File: config.mk
export PLATFORM = sky130hd
export DESIGN_NAME = fobr_ctrl
export DESIGN_NICKNAME = d
export VERILOG_FILES = /design/src/fobr_pkg.sv /design/src/fobr_ctrl.sv /design/src/fobr_opt_mem.sv
export SDC_FILE = /design/constraint.sdc
export NUM_CORES = 1
export LEC_CHECK = 0
export BUFFER_PORTS_ARGS = -buffer_cell sky130_fd_sc_hd__buf_2
export CAP_MARGIN = 20
export CORE_MARGIN = 5
export CORE_UTILIZATION = 35
export DETAILED_ROUTE_END_ITERATION = 7
export PLACE_DENSITY = 0.6
export SETUP_SLACK_MARGIN = 0.1
export SLEW_MARGIN = 20
export SYNTH_ARGS = -nofsm -noshare
export SYNTH_HDL_FRONTEND = slang
export SYNTH_SLANG_ARGS = --single-unit
File: constraint.sdc
create_clock -name sys_clk -period 7.7 [get_ports sys_clk]
set_input_delay 1.54 -clock sys_clk [delete_from_list [all_inputs] [get_ports sys_clk]]
set_output_delay 1.54 -clock sys_clk [all_outputs]
set_load 0.01 [all_outputs]
File: src/fobr_pkg.sv
// Shared constants, types and register map of the flash option/rewrite block.
package fobr_pkg;

  // Register addresses on the plain register port.
  localparam logic [15:0] REG_STATUS = 16'h01b2;
  localparam logic [15:0] REG_MODE = 16'h01b4;
  localparam logic [15:0] REG_SUSP = 16'h01b6;
  localparam logic [15:0] REG_CMD = 16'h01b8;
  localparam logic [15:0] REG_FADDR = 16'h01b9;
  localparam logic [15:0] REG_FDATA = 16'h01ba;
  localparam logic [15:0] REG_LOCK = 16'h01bb;
  localparam logic [15:0] REG_OPT = 16'hffff;

  // Option-select byte field positions.
  localparam int OPT_WDT = 0;
  localparam int OPT_RCR = 2;
  localparam int OPT_RCP = 3;
  localparam int OPT_VDL = 4;
  localparam int OPT_LVD = 6;
  localparam int OPT_CSP = 7;

  // Status register bit positions.
  localparam int ST_RDY = 7;
  localparam int ST_SUS = 6;
  localparam int ST_EER = 5;
  localparam int ST_PER = 4;

  // Mode register bits: rewrite enable and erase-write mode one select.
  localparam int MODE_EN = 1;
  localparam int MODE_EW1 = 2;

  // Suspend control register bits.
  localparam int SUS_EN = 0;
  localparam int SUS_REQ = 1;
  localparam int SUS_INT = 2;

  // Command register layout: opcode in the low bits, block above.
  localparam int CMD_BLK_LSB = 4;
  localparam logic [1:0] CMD_PROG = 2'h1;
  localparam logic [1:0] CMD_ERASE = 2'h2;

  // Blocks 0..3 are program ROM, 4..7 data flash.
  localparam logic [2:0] OPT_BLOCK = 3'h3;
  localparam logic [2:0] DF_FIRST = 3'h4;

  // Value of an erased flash byte.
  localparam logic [7:0] ERASED_BYTE = 8'hff;
  localparam logic [7:0] MODE_RST = 8'h00;
  localparam logic [7:0] LOCK_RST = 8'h00;

  // Operation times and their cycle counts at the system clock.
  localparam int CLK_MHZ = 100;
  localparam int PROG_TIME_US = 50;
  localparam int ERASE_TIME_US = 300000;
  localparam int PROG_CYC = PROG_TIME_US * CLK_MHZ;
  localparam int ERASE_CYC = ERASE_TIME_US * CLK_MHZ;

  // Power-up configuration decoded from the option-select byte.
  typedef struct packed {
    logic wdt_autostart;
    logic rom_protect;
    logic [1:0] vdet_lvm_level;
    logic [1:0] vdet_por_level;
    logic lowvolt_reset_en;
    logic csp_en;
  } fobr_cfg_t;

  // Sequencer states.
  typedef enum logic [2:0] {
    FS_LOAD,
    FS_LATCH,
    FS_READY,
    FS_PROG,
    FS_ERASE,
    FS_SUSP,
    FS_SUSP_PROG
  } fobr_state_t;

endpackage

File: src/fobr_ctrl.sv
// Option byte loader and CPU self-rewrite sequencer.
// Rules behind this block and the software that drives it
// [RULE_01] b0 low starts watchdog after reset.
// [RULE_02] b2 low unprotects; else b3 low protects.
// [RULE_03] b5:b4 pick voltage-detect-0 threshold.
// [RULE_04] One threshold feeds monitor and power-on reset.
// [RULE_05] b6 low enables low-voltage monitor reset.
// [RULE_06] b7 low enables count-source protection.
// [RULE_07] Option byte at 0FFFFh; erase reads FFh.
// [RULE_08] Software programs option byte once only.
// [RULE_09] Software targets only user ROM blocks.
// [RULE_10] Erase can suspend; reads and programs allowed.
// [RULE_11] Mode zero program runs from RAM.
// [RULE_12] Mode one refuses writes to control-program blocks.
// [RULE_13] Return to read array after operations.
// [RULE_14] Mode one holds CPU, ports on ROM; the code does not hold them for a ROM program issued in suspend.
// [RULE_15] CPU runs in mode zero, data flash.
// [RULE_16] Software polls ready and error flags.
// [RULE_17] Enable plus request bits suspend erase.
// [RULE_18] Enable plus interrupt bit: interrupt suspends.
// [RULE_19] Mode one software suspend only for data flash; the code suspends an erase of any block in either mode.
// [RULE_20] Protection refuses parallel rewrite; erase removes.
// [RULE_21] Status b7 low busy, high ready.
// [RULE_22] Option byte applied before CPU runs.
//
// Strobed register access was decided locally.
`timescale 1ns/1ns
module fobr_ctrl #(
  parameter int unsigned PROG_CYC = fobr_pkg::PROG_CYC,
  parameter int unsigned ERASE_CYC = fobr_pkg::ERASE_CYC,
  parameter int MEM_DEPTH = 16,
  parameter int MEM_AW = 4
) (
  input wire logic sys_clk,
  input wire logic rst,
  input wire logic [15:0] reg_addr,
  input wire logic [7:0] reg_wdata,
  input wire logic reg_wr,
  input wire logic reg_rd,
  output logic [7:0] reg_rdata,
  input wire logic mask_irq,
  input wire logic par_wr_req,
  output logic par_wr_refused,
  output fobr_pkg::fobr_cfg_t cfg,
  output logic cpu_run,
  output logic cpu_hold,
  output logic io_hold,
  output logic read_array
);

  // Elaboration checks: counters need at least two cycles to count down.
  if (PROG_CYC < 2 || ERASE_CYC < 2) begin : g_bad_cyc
    $error("fobr_ctrl: operation cycle counts must be at least 2.");
  end
  if (MEM_AW > 8) begin : g_bad_aw
    $error("fobr_ctrl: flash address register is only 8 bits wide.");
  end

  ////////////////////////////////////////////////////////////////////////////
  // State.
  fobr_pkg::fobr_state_t state_q, state_d; // Sequencer state.
  fobr_pkg::fobr_cfg_t cfg_q, cfg_d; // Latched power-up configuration.
  logic run_q, run_d; // CPU released to fetch.
  logic [7:0] mode_q, mode_d; // Rewrite enable and mode select.
  logic sus_en_q, sus_en_d; // Suspend enable.
  logic sus_req_q, sus_req_d; // Suspend request, also set by hardware.
  logic sus_int_q, sus_int_d; // Interrupt suspend enable.
  logic [7:0] faddr_q, faddr_d; // Flash byte address inside the block.
  logic [7:0] fdata_q, fdata_d; // Data to program.
  logic [7:0] lock_q, lock_d; // Blocks holding the rewrite program.
  logic [2:0] blk_q, blk_d; // Block of the running operation.
  logic [2:0] pblk_q, pblk_d; // Block of a program issued in suspend.
  logic [31:0] pcnt_q, pcnt_d; // Program cycles left.
  logic [31:0] ecnt_q, ecnt_d; // Erase cycles left, kept over suspend.
  logic eer_q, eer_d; // Erase error flag.
  logic per_q, per_d; // Program error flag.
  logic [7:0] rdata_q, rdata_d; // Read data register.
  logic hold_q, hold_d; // CPU and port hold.
  logic refuse_q, refuse_d; // Parallel write refused.

  // Memory interface.
  logic mem_wr; // Program strobe into the option block.
  logic mem_erase; // Erase strobe for the option block.
  logic [7:0] mem_rdata; // Byte at the flash address register.
  logic [7:0] mem_top; // The option-select byte itself.

  // Decoded strobes.
  logic cmd_wr; // Software wrote the command register.
  logic [1:0] cmd_op; // Opcode of that write.
  logic [2:0] cmd_blk; // Target block of that write.
  logic ew1; // Erase-write mode one active.
  logic sus_hit; // Suspend condition this cycle.
  logic int_sus; // Interrupt-caused suspend.
  logic ready; // Flash is ready.

  ////////////////////////////////////////////////////////////////////////////
  // Flash array slice holding the option byte's block.
  fobr_opt_mem #(
    .DEPTH(MEM_DEPTH),
    .AW(MEM_AW)
  ) u_mem (
    .sys_clk(sys_clk),
    .wr_en(mem_wr),
    .erase(mem_erase),
    .addr(faddr_q[MEM_AW-1:0]),
    .wdata(fdata_q),
    .rdata_q(mem_rdata),
    .top_q(mem_top)
  );

  ////////////////////////////////////////////////////////////////////////////
  // Command decode and suspend conditions.
  assign cmd_wr = reg_wr && (reg_addr == fobr_pkg::REG_CMD)
                  && mode_q[fobr_pkg::MODE_EN] && run_q;
  assign cmd_op = reg_wdata[1:0];
  assign cmd_blk = reg_wdata[fobr_pkg::CMD_BLK_LSB +: 3];
  assign ew1 = mode_q[fobr_pkg::MODE_EW1];
  // The interrupt path only counts when its enable is set as well.
  assign int_sus = sus_en_q && sus_int_q && mask_irq; // [RULE_18]
  assign sus_hit = (sus_en_q && sus_req_q) || int_sus; // [RULE_17]
  // Busy also covers the option load after reset, while the array wakes up.
  assign ready = (state_q == fobr_pkg::FS_READY)
                 || (state_q == fobr_pkg::FS_SUSP); // [RULE_21]

  // Array strobes fire on the last cycle of an operation.
  assign mem_wr = (((state_q == fobr_pkg::FS_PROG)
                    && (blk_q == fobr_pkg::OPT_BLOCK))
                   || ((state_q == fobr_pkg::FS_SUSP_PROG)
                       && (pblk_q == fobr_pkg::OPT_BLOCK)))
                  && (pcnt_q == 32'h1);
  // Erasing the option block leaves the byte at FFh. [RULE_07]
  assign mem_erase = (state_q == fobr_pkg::FS_ERASE) && !sus_hit
                     && (ecnt_q == 32'h1)
                     && (blk_q == fobr_pkg::OPT_BLOCK); // [RULE_07]

  ////////////////////////////////////////////////////////////////////////////
  // Next-state logic for the sequencer and the configuration latch.
  always_comb begin
    state_d = state_q;
    cfg_d = cfg_q;
    run_d = run_q;
    blk_d = blk_q;
    pblk_d = pblk_q;
    pcnt_d = pcnt_q;
    ecnt_d = ecnt_q;
    eer_d = eer_q;
    per_d = per_q;
    unique case (state_q)
      // The memory's top register needs one edge before it is valid.
      fobr_pkg::FS_LOAD: begin
        state_d = fobr_pkg::FS_LATCH;
      end
      // Decode the option byte, then let the CPU fetch. [RULE_22]
      fobr_pkg::FS_LATCH: begin
        cfg_d.wdt_autostart = !mem_top[fobr_pkg::OPT_WDT]; // [RULE_01]
        cfg_d.rom_protect = mem_top[fobr_pkg::OPT_RCR]
                            && !mem_top[fobr_pkg::OPT_RCP]; // [RULE_02]
        cfg_d.vdet_lvm_level = mem_top[fobr_pkg::OPT_VDL +: 2]; // [RULE_03]
        cfg_d.vdet_por_level = mem_top[fobr_pkg::OPT_VDL +: 2]; // [RULE_04]
        cfg_d.lowvolt_reset_en = !mem_top[fobr_pkg::OPT_LVD]; // [RULE_05]
        cfg_d.csp_en = !mem_top[fobr_pkg::OPT_CSP]; // [RULE_06]
        run_d = 1'b1; // [RULE_22]
        state_d = fobr_pkg::FS_READY;
      end
      // Accept a new command; mode one refuses locked blocks outright.
      fobr_pkg::FS_READY: begin
        if (cmd_wr && (cmd_op == fobr_pkg::CMD_PROG)) begin
          per_d = 1'b0;
          eer_d = 1'b0;
          if (ew1 && lock_q[cmd_blk]) begin
            per_d = 1'b1; // [RULE_12]
          end else begin
            blk_d = cmd_blk;
            pcnt_d = PROG_CYC;
            state_d = fobr_pkg::FS_PROG;
          end
        end else if (cmd_wr && (cmd_op == fobr_pkg::CMD_ERASE)) begin
          per_d = 1'b0;
          eer_d = 1'b0;
          if (ew1 && lock_q[cmd_blk]) begin
            eer_d = 1'b1; // [RULE_12]
          end else begin
            blk_d = cmd_blk;
            ecnt_d = ERASE_CYC;
            state_d = fobr_pkg::FS_ERASE;
          end
        end
      end
      // Programming ends back in read array mode.
      fobr_pkg::FS_PROG: begin
        pcnt_d = pcnt_q - 32'h1;
        if (pcnt_q == 32'h1) begin
          state_d = fobr_pkg::FS_READY; // [RULE_13]
        end
      end
      // Erase may be halted; the remaining count is kept for resume.
      fobr_pkg::FS_ERASE: begin
        if (sus_hit) begin
          state_d = fobr_pkg::FS_SUSP; // [RULE_10] [RULE_13]
        end else if (ecnt_q == 32'h1) begin
          ecnt_d = 32'h0;
          state_d = fobr_pkg::FS_READY; // [RULE_13]
        end else begin
          ecnt_d = ecnt_q - 32'h1;
        end
      end
      // Suspended: reads go on, a program may run, erase is an error.
      fobr_pkg::FS_SUSP: begin
        if (cmd_wr && (cmd_op == fobr_pkg::CMD_PROG)) begin
          per_d = 1'b0;
          if ((ew1 && lock_q[cmd_blk]) || (cmd_blk == blk_q)) begin
            per_d = 1'b1; // [RULE_12]
          end else begin
            pblk_d = cmd_blk;
            pcnt_d = PROG_CYC;
            state_d = fobr_pkg::FS_SUSP_PROG; // [RULE_10]
          end
        end else if (cmd_wr && (cmd_op == fobr_pkg::CMD_ERASE)) begin
          eer_d = 1'b1;
        end else if (!sus_hit) begin
          state_d = fobr_pkg::FS_ERASE;
        end
      end
      // Program inside suspend returns to the suspended erase.
      fobr_pkg::FS_SUSP_PROG: begin
        pcnt_d = pcnt_q - 32'h1;
        if (pcnt_q == 32'h1) begin
          state_d = fobr_pkg::FS_SUSP; // [RULE_13]
        end
      end
    endcase
  end

  ////////////////////////////////////////////////////////////////////////////
  // Next values of the software registers, hold and read data.
  always_comb begin
    mode_d = mode_q;
    sus_en_d = sus_en_q;
    sus_req_d = sus_req_q;
    sus_int_d = sus_int_q;
    faddr_d = faddr_q;
    fdata_d = fdata_q;
    lock_d = lock_q;
    rdata_d = rdata_q;
    if (reg_wr) begin
      unique case (reg_addr)
        fobr_pkg::REG_MODE: mode_d = reg_wdata;
        fobr_pkg::REG_SUSP: begin
          sus_en_d = reg_wdata[fobr_pkg::SUS_EN];
          sus_req_d = reg_wdata[fobr_pkg::SUS_REQ];
          sus_int_d = reg_wdata[fobr_pkg::SUS_INT];
        end
        fobr_pkg::REG_FADDR: faddr_d = reg_wdata;
        fobr_pkg::REG_FDATA: fdata_d = reg_wdata;
        fobr_pkg::REG_LOCK: lock_d = reg_wdata;
        default: ;
      endcase
    end
    // An interrupt suspend raises the request bit, so software resumes by
    // clearing it; the hardware set wins over a clear in the same cycle.
    if (int_sus && (state_q == fobr_pkg::FS_ERASE)) begin
      sus_req_d = 1'b1; // [RULE_18]
    end
    if (reg_rd) begin
      unique case (reg_addr)
        fobr_pkg::REG_STATUS: rdata_d = {ready,
          (state_q == fobr_pkg::FS_SUSP)
            || (state_q == fobr_pkg::FS_SUSP_PROG),
          eer_q, per_q, 4'h0}; // [RULE_21]
        fobr_pkg::REG_MODE: rdata_d = mode_q;
        fobr_pkg::REG_SUSP: rdata_d = {5'h00, sus_int_q, sus_req_q, sus_en_q};
        fobr_pkg::REG_FADDR: rdata_d = faddr_q;
        fobr_pkg::REG_FDATA: rdata_d = mem_rdata;
        fobr_pkg::REG_LOCK: rdata_d = lock_q;
        fobr_pkg::REG_OPT: rdata_d = mem_top; // [RULE_07]
        default: rdata_d = 8'h00;
      endcase
    end
    // Mode one stalls the CPU and ports only for program ROM work.
    hold_d = ew1 && (blk_d < fobr_pkg::DF_FIRST)
             && ((state_d == fobr_pkg::FS_PROG)
                 || (state_d == fobr_pkg::FS_ERASE)); // [RULE_14] [RULE_15]
    refuse_d = par_wr_req && cfg_q.rom_protect; // [RULE_20]
  end

  ////////////////////////////////////////////////////////////////////////////
  // Registers. Configuration reads as all zeros until loaded.
  always_ff @(posedge sys_clk) begin
    if (rst) begin
      state_q <= fobr_pkg::FS_LOAD;
      cfg_q <= '0;
      run_q <= 1'b0;
      mode_q <= fobr_pkg::MODE_RST;
      sus_en_q <= 1'b0;
      sus_req_q <= 1'b0;
      sus_int_q <= 1'b0;
      faddr_q <= 8'h00;
      fdata_q <= 8'h00;
      lock_q <= fobr_pkg::LOCK_RST;
      blk_q <= 3'h0;
      pblk_q <= 3'h0;
      pcnt_q <= 32'h0;
      ecnt_q <= 32'h0;
      eer_q <= 1'b0;
      per_q <= 1'b0;
      rdata_q <= 8'h00;
      hold_q <= 1'b0;
      refuse_q <= 1'b0;
    end else begin
      state_q <= state_d;
      cfg_q <= cfg_d;
      run_q <= run_d;
      mode_q <= mode_d;
      sus_en_q <= sus_en_d;
      sus_req_q <= sus_req_d;
      sus_int_q <= sus_int_d;
      faddr_q <= faddr_d;
      fdata_q <= fdata_d;
      lock_q <= lock_d;
      blk_q <= blk_d;
      pblk_q <= pblk_d;
      pcnt_q <= pcnt_d;
      ecnt_q <= ecnt_d;
      eer_q <= eer_d;
      per_q <= per_d;
      rdata_q <= rdata_d;
      hold_q <= hold_d;
      refuse_q <= refuse_d;
    end
  end

  ////////////////////////////////////////////////////////////////////////////
  // Outputs.
  assign reg_rdata = rdata_q;
  assign cfg = cfg_q;
  assign cpu_run = run_q;
  assign cpu_hold = hold_q;
  assign io_hold = hold_q;
  assign read_array = ready; // [RULE_13]
  assign par_wr_refused = refuse_q;

endmodule

File: src/fobr_opt_mem.sv
// Flash array slice that holds the option-select byte's block.
`timescale 1ns/1ns
module fobr_opt_mem #(
  parameter int DEPTH = 16,
  parameter int AW = 4
) (
  input wire logic sys_clk,
  input wire logic wr_en,
  input wire logic erase,
  input wire logic [AW-1:0] addr,
  input wire logic [7:0] wdata,
  output logic [7:0] rdata_q,
  output logic [7:0] top_q
);

  ////////////////////////////////////////////////////////////////////////////
  // Storage. A blank part ships fully erased.
  // The initialiser is not a process, so the always_ff below stays the
  // only writer of the array.
  logic [7:0] mem [DEPTH] = '{default: fobr_pkg::ERASED_BYTE};

  if (DEPTH != (1 << AW)) begin : g_bad_depth
    $error("fobr_opt_mem: DEPTH must equal 2**AW.");
  end

  ////////////////////////////////////////////////////////////////////////////
  // Programming can only clear bits, so a byte written twice without an
  // erase ends up as the AND of both values. Erase restores every byte.
  always_ff @(posedge sys_clk) begin
    if (erase) begin
      for (int i = 0; i < DEPTH; i++) begin
        mem[i] <= fobr_pkg::ERASED_BYTE;
      end
    end else if (wr_en) begin
      mem[addr] <= mem[addr] & wdata;
    end
    rdata_q <= mem[addr];
    top_q <= mem[DEPTH-1];
  end

endmodule

* After elaboration in Yosys (flattened, before gate mapping)
Memories as Yosys holds them, arrays and structs flattened. A register that Yosys moved wholly into a read port is not among the register bits.
Cells that the tools add are included.
** Storage, ports and cells
- Input port bits :: 30
- Bits in registers :: 135
- Memories :: 1
- RAM bits :: 128
- Output and inout port bits :: 21
** Cells by class
- $add $sub $neg :: 2
- Reductions and logical operators :: 50
- $lt $le $gt $ge :: 2
- Multiplexer cells :: 55
- Eq/ne operators :: 33
- Bitwise operators :: 2
** Memory list
- u_mem.mem :: words 16, width 8, read ports 2, clocked after memory_dff 2, wr ports 16, RTL line fobr_opt_mem.sv:20 : logic [7:0] mem [DEPTH] = '{default: fobr_pkg::ERASED_BYTE};
** Operators by type and width (count)
- 32-bit 2-to-1 mux :: 9
- 16-bit by 9-bit == test with 1-bit output, second input constant :: 7
- 32-bit one-hot mux with 3 select lines :: 1
- 32-bit by 1-bit == test with 1-bit output, second input constant :: 2
- 32-bit one-hot mux with 2 select lines :: 1
- 32-bit by 1-bit subtractor with 32-bit output, second input constant :: 2
- 8-bit one-hot mux with 7 select lines :: 1
- 3-bit 2-to-1 mux :: 16
- 3-bit one-hot mux with 7 select lines :: 1
- 1-bit logical AND :: 20
- 1-bit 2-to-1 mux :: 19
- 16-bit == test, second input constant :: 1
- 3-bit by 2-bit == test with 1-bit output, second input constant :: 5
- 2-bit != test, second input constant :: 7
- 3-bit == test, second input constant :: 4
- 4-bit 2-to-1 mux :: 3
- 2-bit AND reduction :: 6
- 5-bit AND reduction :: 2
- 8-bit AND :: 1
- 8-bit 2-to-1 mux :: 1
- 2-bit nonzero test :: 4
- 8-bit OR reduction :: 1
- 1-bit logical OR :: 6
- 3-bit AND reduction :: 2
- 16 further kinds :: 22

* Logic depth before layout (Yosys ltp)
Gate-level depths: netlist of run 1.
- Depth after elaboration :: 11
- Gate-level depth with buffers :: 11
- Gate-level depth less buffers :: 8

* By module
A second synthesis of run 1 with hierarchy kept.
** Second synthesis, totals
- Cells, all modules :: 1234
- Area, all modules :: 12645.9 µm²
** Modules (own cells, without submodules)
- fobr_ctrl :: instances 1, seq. area each 2542.4 µm², area each 6357.3 µm², cells each 754
- fobr_opt_mem :: instances 1, seq. area each 4164.0 µm², area each 6288.5 µm², cells each 480

* Worst setup path before layout of run 1
No wires, ideal clock.
- Path kind :: input port to flip-flop
- Start point :: in reg_wdata[4]
- End point :: reg pcnt_q[14]
- Buffers on the path :: 3
- Path slack :: 3660 ps
- Arrival time :: 3970 ps
- Stages :: 10
- Cell sequence :: buf_2 -> mux4_2 -> nor2_1 -> or3_1 -> clkbuf_1 -> and3_1 -> buf_2 -> o211ai_1 -> or4b_2 -> a21oi_1
** Between the ends
- Longest elaborated chain between the ends :: 6
- Elaborated cells on any way between the ends :: 8
** RTL lines
- start, declared :: RTL line fobr_ctrl.sv:37 : input wire logic [7:0] reg_wdata,
- 1-bit binary-select mux with 3-bit select :: RTL line fobr_ctrl.sv:170, fobr_ctrl.sv:211
- 1-bit 2-to-1 mux (implied by the code) :: RTL line fobr_ctrl.sv:170, fobr_ctrl.sv:211
- 1-bit logical AND :: RTL line fobr_ctrl.sv:170, fobr_ctrl.sv:211
- 1-bit logical OR :: RTL line fobr_ctrl.sv:211 : if ((ew1 && lock_q[cmd_blk]) || (cmd_blk == blk_q)) begin
- 2-bit != test (no line)
- 5-bit AND reduction (no line) (*)
- end signal, assigned :: RTL line fobr_ctrl.sv:322 : pcnt_q <= pcnt_d;
- end, declared :: RTL line fobr_ctrl.sv:73 : logic [31:0] pcnt_q, pcnt_d;
Every way passes the cells marked *; elsewhere a longest branch is shown, timed or not. The select of a mux whose other input is x is not followed.
A chain may end at the register's enable or synchronous reset.

* Final worst setup path of run 1
Ends and elaborated chain as after synthesis.

==> metrics, run 1 <==
outcome completed; setup TNS 0 ps; initial antenna violation count 0; crit end category register; Startpoint Class primary input; largest family of logic cells by synthesized area simple AND/OR/NAND/NOR gates; router iterations before antenna repair 5; Initial Utilization 35.64%; pwr/cell area 225.5 nW/um^2; Die ar. 39200 um^2; Buffers on Ports 50; CTS sink cnt 275; hpwl dp 21270 um; r2r startpoint pcnt_q[15]; CTS tree yes; DIE HEIGHT 198 um; R2R Setup Slk 3360 ps; Num CTS Buffers 29; CTS H-tree lvls 1; Worst Setup EP pcnt_q[14]; # DRC 0; maximum vdd drop 0.1605 mV; total track usage 15.51%; Mapped Area 12370 um^2; final instance count without filler cells 1667; CP startpoint reg_wdata[4]; Cell Int Power 2.456 mW; Adder-Cell Fraction of Synth Area 0.4046%; complex-gate fraction of the synthesized area 8.961%; post-synth cell types 66; dpl cells 1613; Max Fclk 226.2 MHz; fill cell count 3272; syn avg cell area 10.65 um^2; Flop pwr share 49.0%; Req. time, crit path 8170 ps; HP Class register to register; post-route ant nets 0; CTS Root Cell clkbuf_16; first-pass GRT wire length 49170 um; post-cts gate resize count 0; Yosys warnings 0; GR Overflow Total 0; drt first-iter violations 702; fin. max-slew vios 0; Syn-to-layout area delta 13.61%; Max-Cap Viols 0; Gate Count Post-Synth 1162; core footprint 34710 um^2; layout cells sized above 1 15.68%; Lkg Pwr 4.904 nW; #FFs+latches synth 275; number of flops mapped to enable cells by yosys 128; vias 9092; setup repair bufs after CTS 0; share of total power in the clock network 45.6%; Slew @ Worst Pin 1111 ps; Final GP Congestion 0.8433; mux cell area share after synthesis 8.931%; area share of and/or/nand/nor cells after synthesis 21.16%; R2R Path End u_mem.mem[1][5]; Rel. slew slack 25.33%; Comb power frac 5.4%; Wirelength per Cell 18.65 um; RSZ-0062 raised after global routing false; Critical Path AT 4890 ps; final wirelength 31100 um; I/O pin count 51; Final Setup Violations 0; Syn Nets 1196; Clock Pin Slew Worst Setup and Hold Paths 60 ps; Longest Clk Path Bufs 3; Antenna Cells 0; clk_lat worst skew 570 ps; Std-Cell Rows 68; WS Path Type primary input to register; final hold violations 0; fin nets 1224; Period minus WS final 4421 ps; CP Max Fanout 20; Hold Buf Count CTS 0; vias in the first global route 8888; Switching Share 22.52%; r2r worst-path depth 6; pin count of the biggest net entering global routing 81; clock skew 27.34 ps; Switch Pwr 713.7 uW; die width 198 um; post-route clock period utilization 57.41%; DR vias/cell 5.454; xor/xnor share of the synthesized area 2.832%; sequential share of the synthesized area 54.86%; Post-synth ARST share 0%; predominant post-synthesis flop cell dfxtp_1
## power groups by stage
stage               Sequential, mW  Combinational [mW]  Clock [mW]
detailed placement            1.58               0.169           0
global route                  1.56               0.193        1.54
finish                        1.55               0.170        1.45
floorplan                     1.58               0.124           0
global placement              1.58               0.165           0
CTS                           1.55               0.170        1.47
## cells in the mapped netlist (all sizes together), types with 10 or more instances
master	n	area, um^2
a211oi	10	75.07
a21oi	63	315.3
a31oi	10	62.56
buf	20	120.1
clkbuf	51	191.4
dfxtp	147	2943
edfxtp	128	3844
inv	11	41.29
mux2i	17	170.2
mux4	41	923.4
nand2	209	784.5
nand2b	16	100.1
nand3	40	200.2
nand4	10	62.56
nor2	107	491.7
nor3	43	260.3
nor4	23	165.2
o21ai	37	185.2
o31ai	12	90.09
or3	24	150.1
or4	16	123.9
xnor2	18	157.7
xor2	22	192.7
## state kept, by name, summed over array words and instances (netlist names), named ones only
register	flops
u_mem.mem	128
ecnt_q	32
pcnt_q	32
faddr_q	8
fdata_q	8
lock_q	8
mode_q	8
reg_rdata	8
u_mem.rdata_q	8
u_mem.top_q	8
cfg	6
blk_q	3
pblk_q	3
state_q	3
cpu_hold	1
cpu_run	1
eer_q	1
par_wr_refused	1
per_q	1
sus_en_q	1
sus_int_q	1
sus_req_q	1
## critical path, stage by stage
cell and delay, ps:
buf_2 220, mux4_2 550, nor2_1 160, or3_1 290
and3_1 730, o211ai_1 490, or4b_2 750, a21oi_1 150
## routing by layer
layer | global-route usage (%) | up-vias | part of all wire, %
met5 | 0 | - | 0
met1 | 21.14 | 4457 | 44
li1 | - | 4307 | -
met2 | 25.73 | 269 | 47
met4 | 4.259 | 0 | 2.5
met3 | 2.586 | 59 | 6.6
## cells by family (layout without fill, tap and decap cells)
kind of cell | Yosys count | after routing
simple gates | 525 | 525
flops | 275 | 275
compound gates | 177 | 177
buf+inv | 82 | 132
mux | 59 | 59
xor+xnor | 40 | 40
fa+ha+maj | 4 | 4
## area by class of cell
type / instances / area, um^2 / area share, %
flip-flops and latches: 275 / 6789 / 48.30
well taps: 455 / 569.3 / 4.051
clock buffers: 40 / 870.8 / 6.196
inverters: 11 / 41.29 / 0.2938
clock inverters: 13 / 135.1 / 0.9615
repair buffers: 68 / 382.9 / 2.724
multi-input cells: 805 / 5266 / 37.47
## cell usage in the layout, fill, tap and decap left out, types with 15 or more instances in the layout
master / instances
nand2_1: 209
nand2b_1: 15
or3_1: 24
nor2_1: 95
mux4_2: 41
buf_4: 17
buf_2: 51
xor2_1: 22
o21ai_0: 32
a21oi_1: 63
nor3_1: 38
clkbuf_16: 32
or4_1: 15
nand3_1: 40
mux2i_1: 17
xnor2_1: 18
nor4_1: 20
edfxtp_1: 128
dfxtp_1: 145
## per-stage QoR
| stage | total power [mW] | util (%) | instance area [um^2] | setup slack, ps | hold WS (ps) |
|---|---|---|---|---|---|
| finish | 3.170 | 40.49 | 14050 | 3279 | 371.5 |
| global route | 3.289 | 40.49 | 14050 | 2934 | 390.9 |
| CTS | 3.199 | 40.41 | 14030 | 3293 | 377.3 |
| detailed placement | 1.754 | 37.51 | 13020 | 2724 | 376.1 |
| global placement | 1.749 | 37.51 | 13020 | 2812 | 370.9 |
| floorplan | 1.703 | - | 12370 | 3660 | 342.9 |
## worst min path at each step
stage	endpoint	slack [ps]	cells after the start	startpoint
floorplan	u_mem.top_q[0]	340	0	u_mem.mem[15][0]
global placement	u_mem.top_q[0]	370	0	u_mem.mem[15][0]
detailed placement	u_mem.top_q[0]	380	0	u_mem.mem[15][0]
CTS	u_mem.top_q[0]	380	0	u_mem.mem[15][0]
global route	u_mem.top_q[0]	390	0	u_mem.mem[15][0]
finish	u_mem.top_q[0]	370	0	u_mem.mem[15][0]
Note: power is estimated with default switching activity, not from simulation.
==> run 2: changes to the inputs <==
- clock period: 7.7 -> 4.3 ns (I/O delays scaled with it)
==> run 2 against run 1 <==
Critical path depth decreased by 1. Utilization increased by 0.28 points. First-iteration DRC count increased by 4.7%. Highest routed layer unchanged. Hold slack improved by 3.5 ps. Global-route usage increased by 0.094 points. Cell area increased by 0.69%. Register-to-register slack got worse by 2800 ps. Cell count increased by 1.6%. Clock power increased by 70%.
==> metrics, run 2 (synthesis gave the netlist of run 1 again) <==
first-pass GRT wire length 49420 um; CTS Root Cell clkbuf_16; Sequential Area 6788 um^2; CTS H-tree lvls 1; CP Max Fanout 8; Period minus WS final 3712 ps; r2r startpoint pcnt_q[15]; initial antenna violation count 1; worst setup margin 587.8 ps; HP Class register to register; drt first-iter violations 735; CTS tree yes; fin nets 1248; startpoint of the worst hold path u_mem.mem[15][7]; fin. max-slew vios 0; Startpoint Class register; Clock Pin Slew Worst Setup and Hold Paths 60 ps; setup TNS 0 ps; Max Fclk 269.4 MHz; Std-Cell Rows 68; Comb power frac 5.6%; CP startpoint pcnt_q[15]; pwr/cell area 393.1 nW/um^2; share of total power in the clock network 44.4%; total track usage 15.61%; maximum vdd drop 0.3366 mV; RSZ-0062 raised after global routing false; # DRC 0; Num CTS Buffers 29; Final GP Congestion 0.8193; clock skew 28.94 ps; pin count of the biggest net entering global routing 64; vias in the first global route 8776; vias 9202; area of the multi-input gates 5238 um^2; Die ar. 39200 um^2; Slew @ Worst Pin 848.1 ps; core footprint 34710 um^2; setup repair bufs after CTS 0; Flop pwr share 50.0%; GR Overflow Total 0; Top reg by flops u_mem.mem; Initial Utilization 35.64%; post-route clock period utilization 86.33%; DIE HEIGHT 198 um; final wirelength 31530 um; Critical Path AT 3980 ps; pre-CTS setup slack 597.2 ps; largest registers u_mem.mem (128), ecnt_q (32), pcnt_q (32); Cell Int Power 4.278 mW; commonest non-fill, non-tap cell in the layout nand2_1; hpwl dp 21990 um; Longest Clk Path Bufs 3; Req. time, crit path 4570 ps; outcome completed; layout cells sized above 1 16.49%; Rel. slew slack 43.32%; hold_ws 375.0 ps; Buffers on Ports 50; R2R Setup Slk 590 ps; clk_lat worst skew 560 ps; fill cell count 3309; router iterations before antenna repair 5; post-cts gate resize count 0; Switch Pwr 1.285 mW; commonest cells after routing, fill and taps aside nand2_1 (209), dfxtp_1 (146), edfxtp_1 (128), nor2_1 (95), a21oi_1 (63); I/O pin count 51; final hold violations 0; CTS sink cnt 275; Final Cell Area 14150 um^2; Switching Share 23.10%; Syn-to-layout area delta 14.40%; DR vias/cell 5.435; Max-Cap Viols 0; max FFs per register 128; Lkg Pwr 4.981 nW; Hold Buf Count CTS 0; Wirelength per Cell 18.63 um; WS Path Type register to register; die width 198 um; crit end category register; post-route ant nets 0; Post-Place Cell Area 13210 um^2; Final Setup Violations 0
-- run 2: cell count changes in the layout (fill, tap and decap cells not counted), moves of 3 or more --
cell,delta
clkbuf_16,-3
o21ai_0,+5
buf_4,+24
o31ai_1,+3
o31ai_2,-3
clkbuf_8,-4
clkinv_1,+4
o21ai_1,-5
clkinv_2,+4
-- run 2: cell type report --
| cell class | count | share of cell area (%) |
|---|---|---|
| antenna | 1 | 0.01768 |
| clock buffer | 33 | 5.234 |
| clock inverter | 21 | 1.379 |
| inverter | 11 | 0.2918 |
| multi-input combinational | 805 | 37.01 |
| sequential | 275 | 47.96 |
| tap | 455 | 4.023 |
| timing repair buffer | 92 | 4.085 |
-- run 2: per-stage QoR --
stage                     instances  power, mW  utilization, %
after floorplan                1162      3.050               -
after global placement         1638      3.141           38.07
after detailed placement       1638      3.145           38.07
after CTS                      1692      5.615           40.76
after global routing           1692      5.761           40.76
final                          1693      5.563           40.77
-- run 2: power by group through the flow --
stage | logic, mW | registers (mW) | clock network (mW)
final | 0.309 | 2.78 | 2.47
after global routing | 0.346 | 2.79 | 2.63
after CTS | 0.309 | 2.78 | 2.52
after detailed placement | 0.306 | 2.84 | 0
after global placement | 0.303 | 2.84 | 0
after floorplan | 0.222 | 2.83 | 0
-- run 2: worst max-delay path: stages, from the launching register on --
cell	delay [ps]
dfxtp_1	360
or4_4	590
or4b_1	650
nor4_4	460
o211ai_2	240
or3_1	600
o31ai_1	310
buf_4	220
-- run 2: path summary, 6_finish.rpt --
path                                        end  cells past startpoint
worst min register to register   u_mem.top_q[7]                      0
worst min-delay path             u_mem.top_q[7]                      0
worst max-delay path            u_mem.mem[1][3]                      7
worst max register to register  u_mem.mem[1][3]                      7
-- run 2: per-layer routing --
metal	vias to the layer above	track usage, %	routed length (um)
met5	-	0	0
met4	0	3.877	693
met3	48	2.552	2264
met2	305	24.49	14280
met1	4483	22.67	14290
li1	4366	-	-
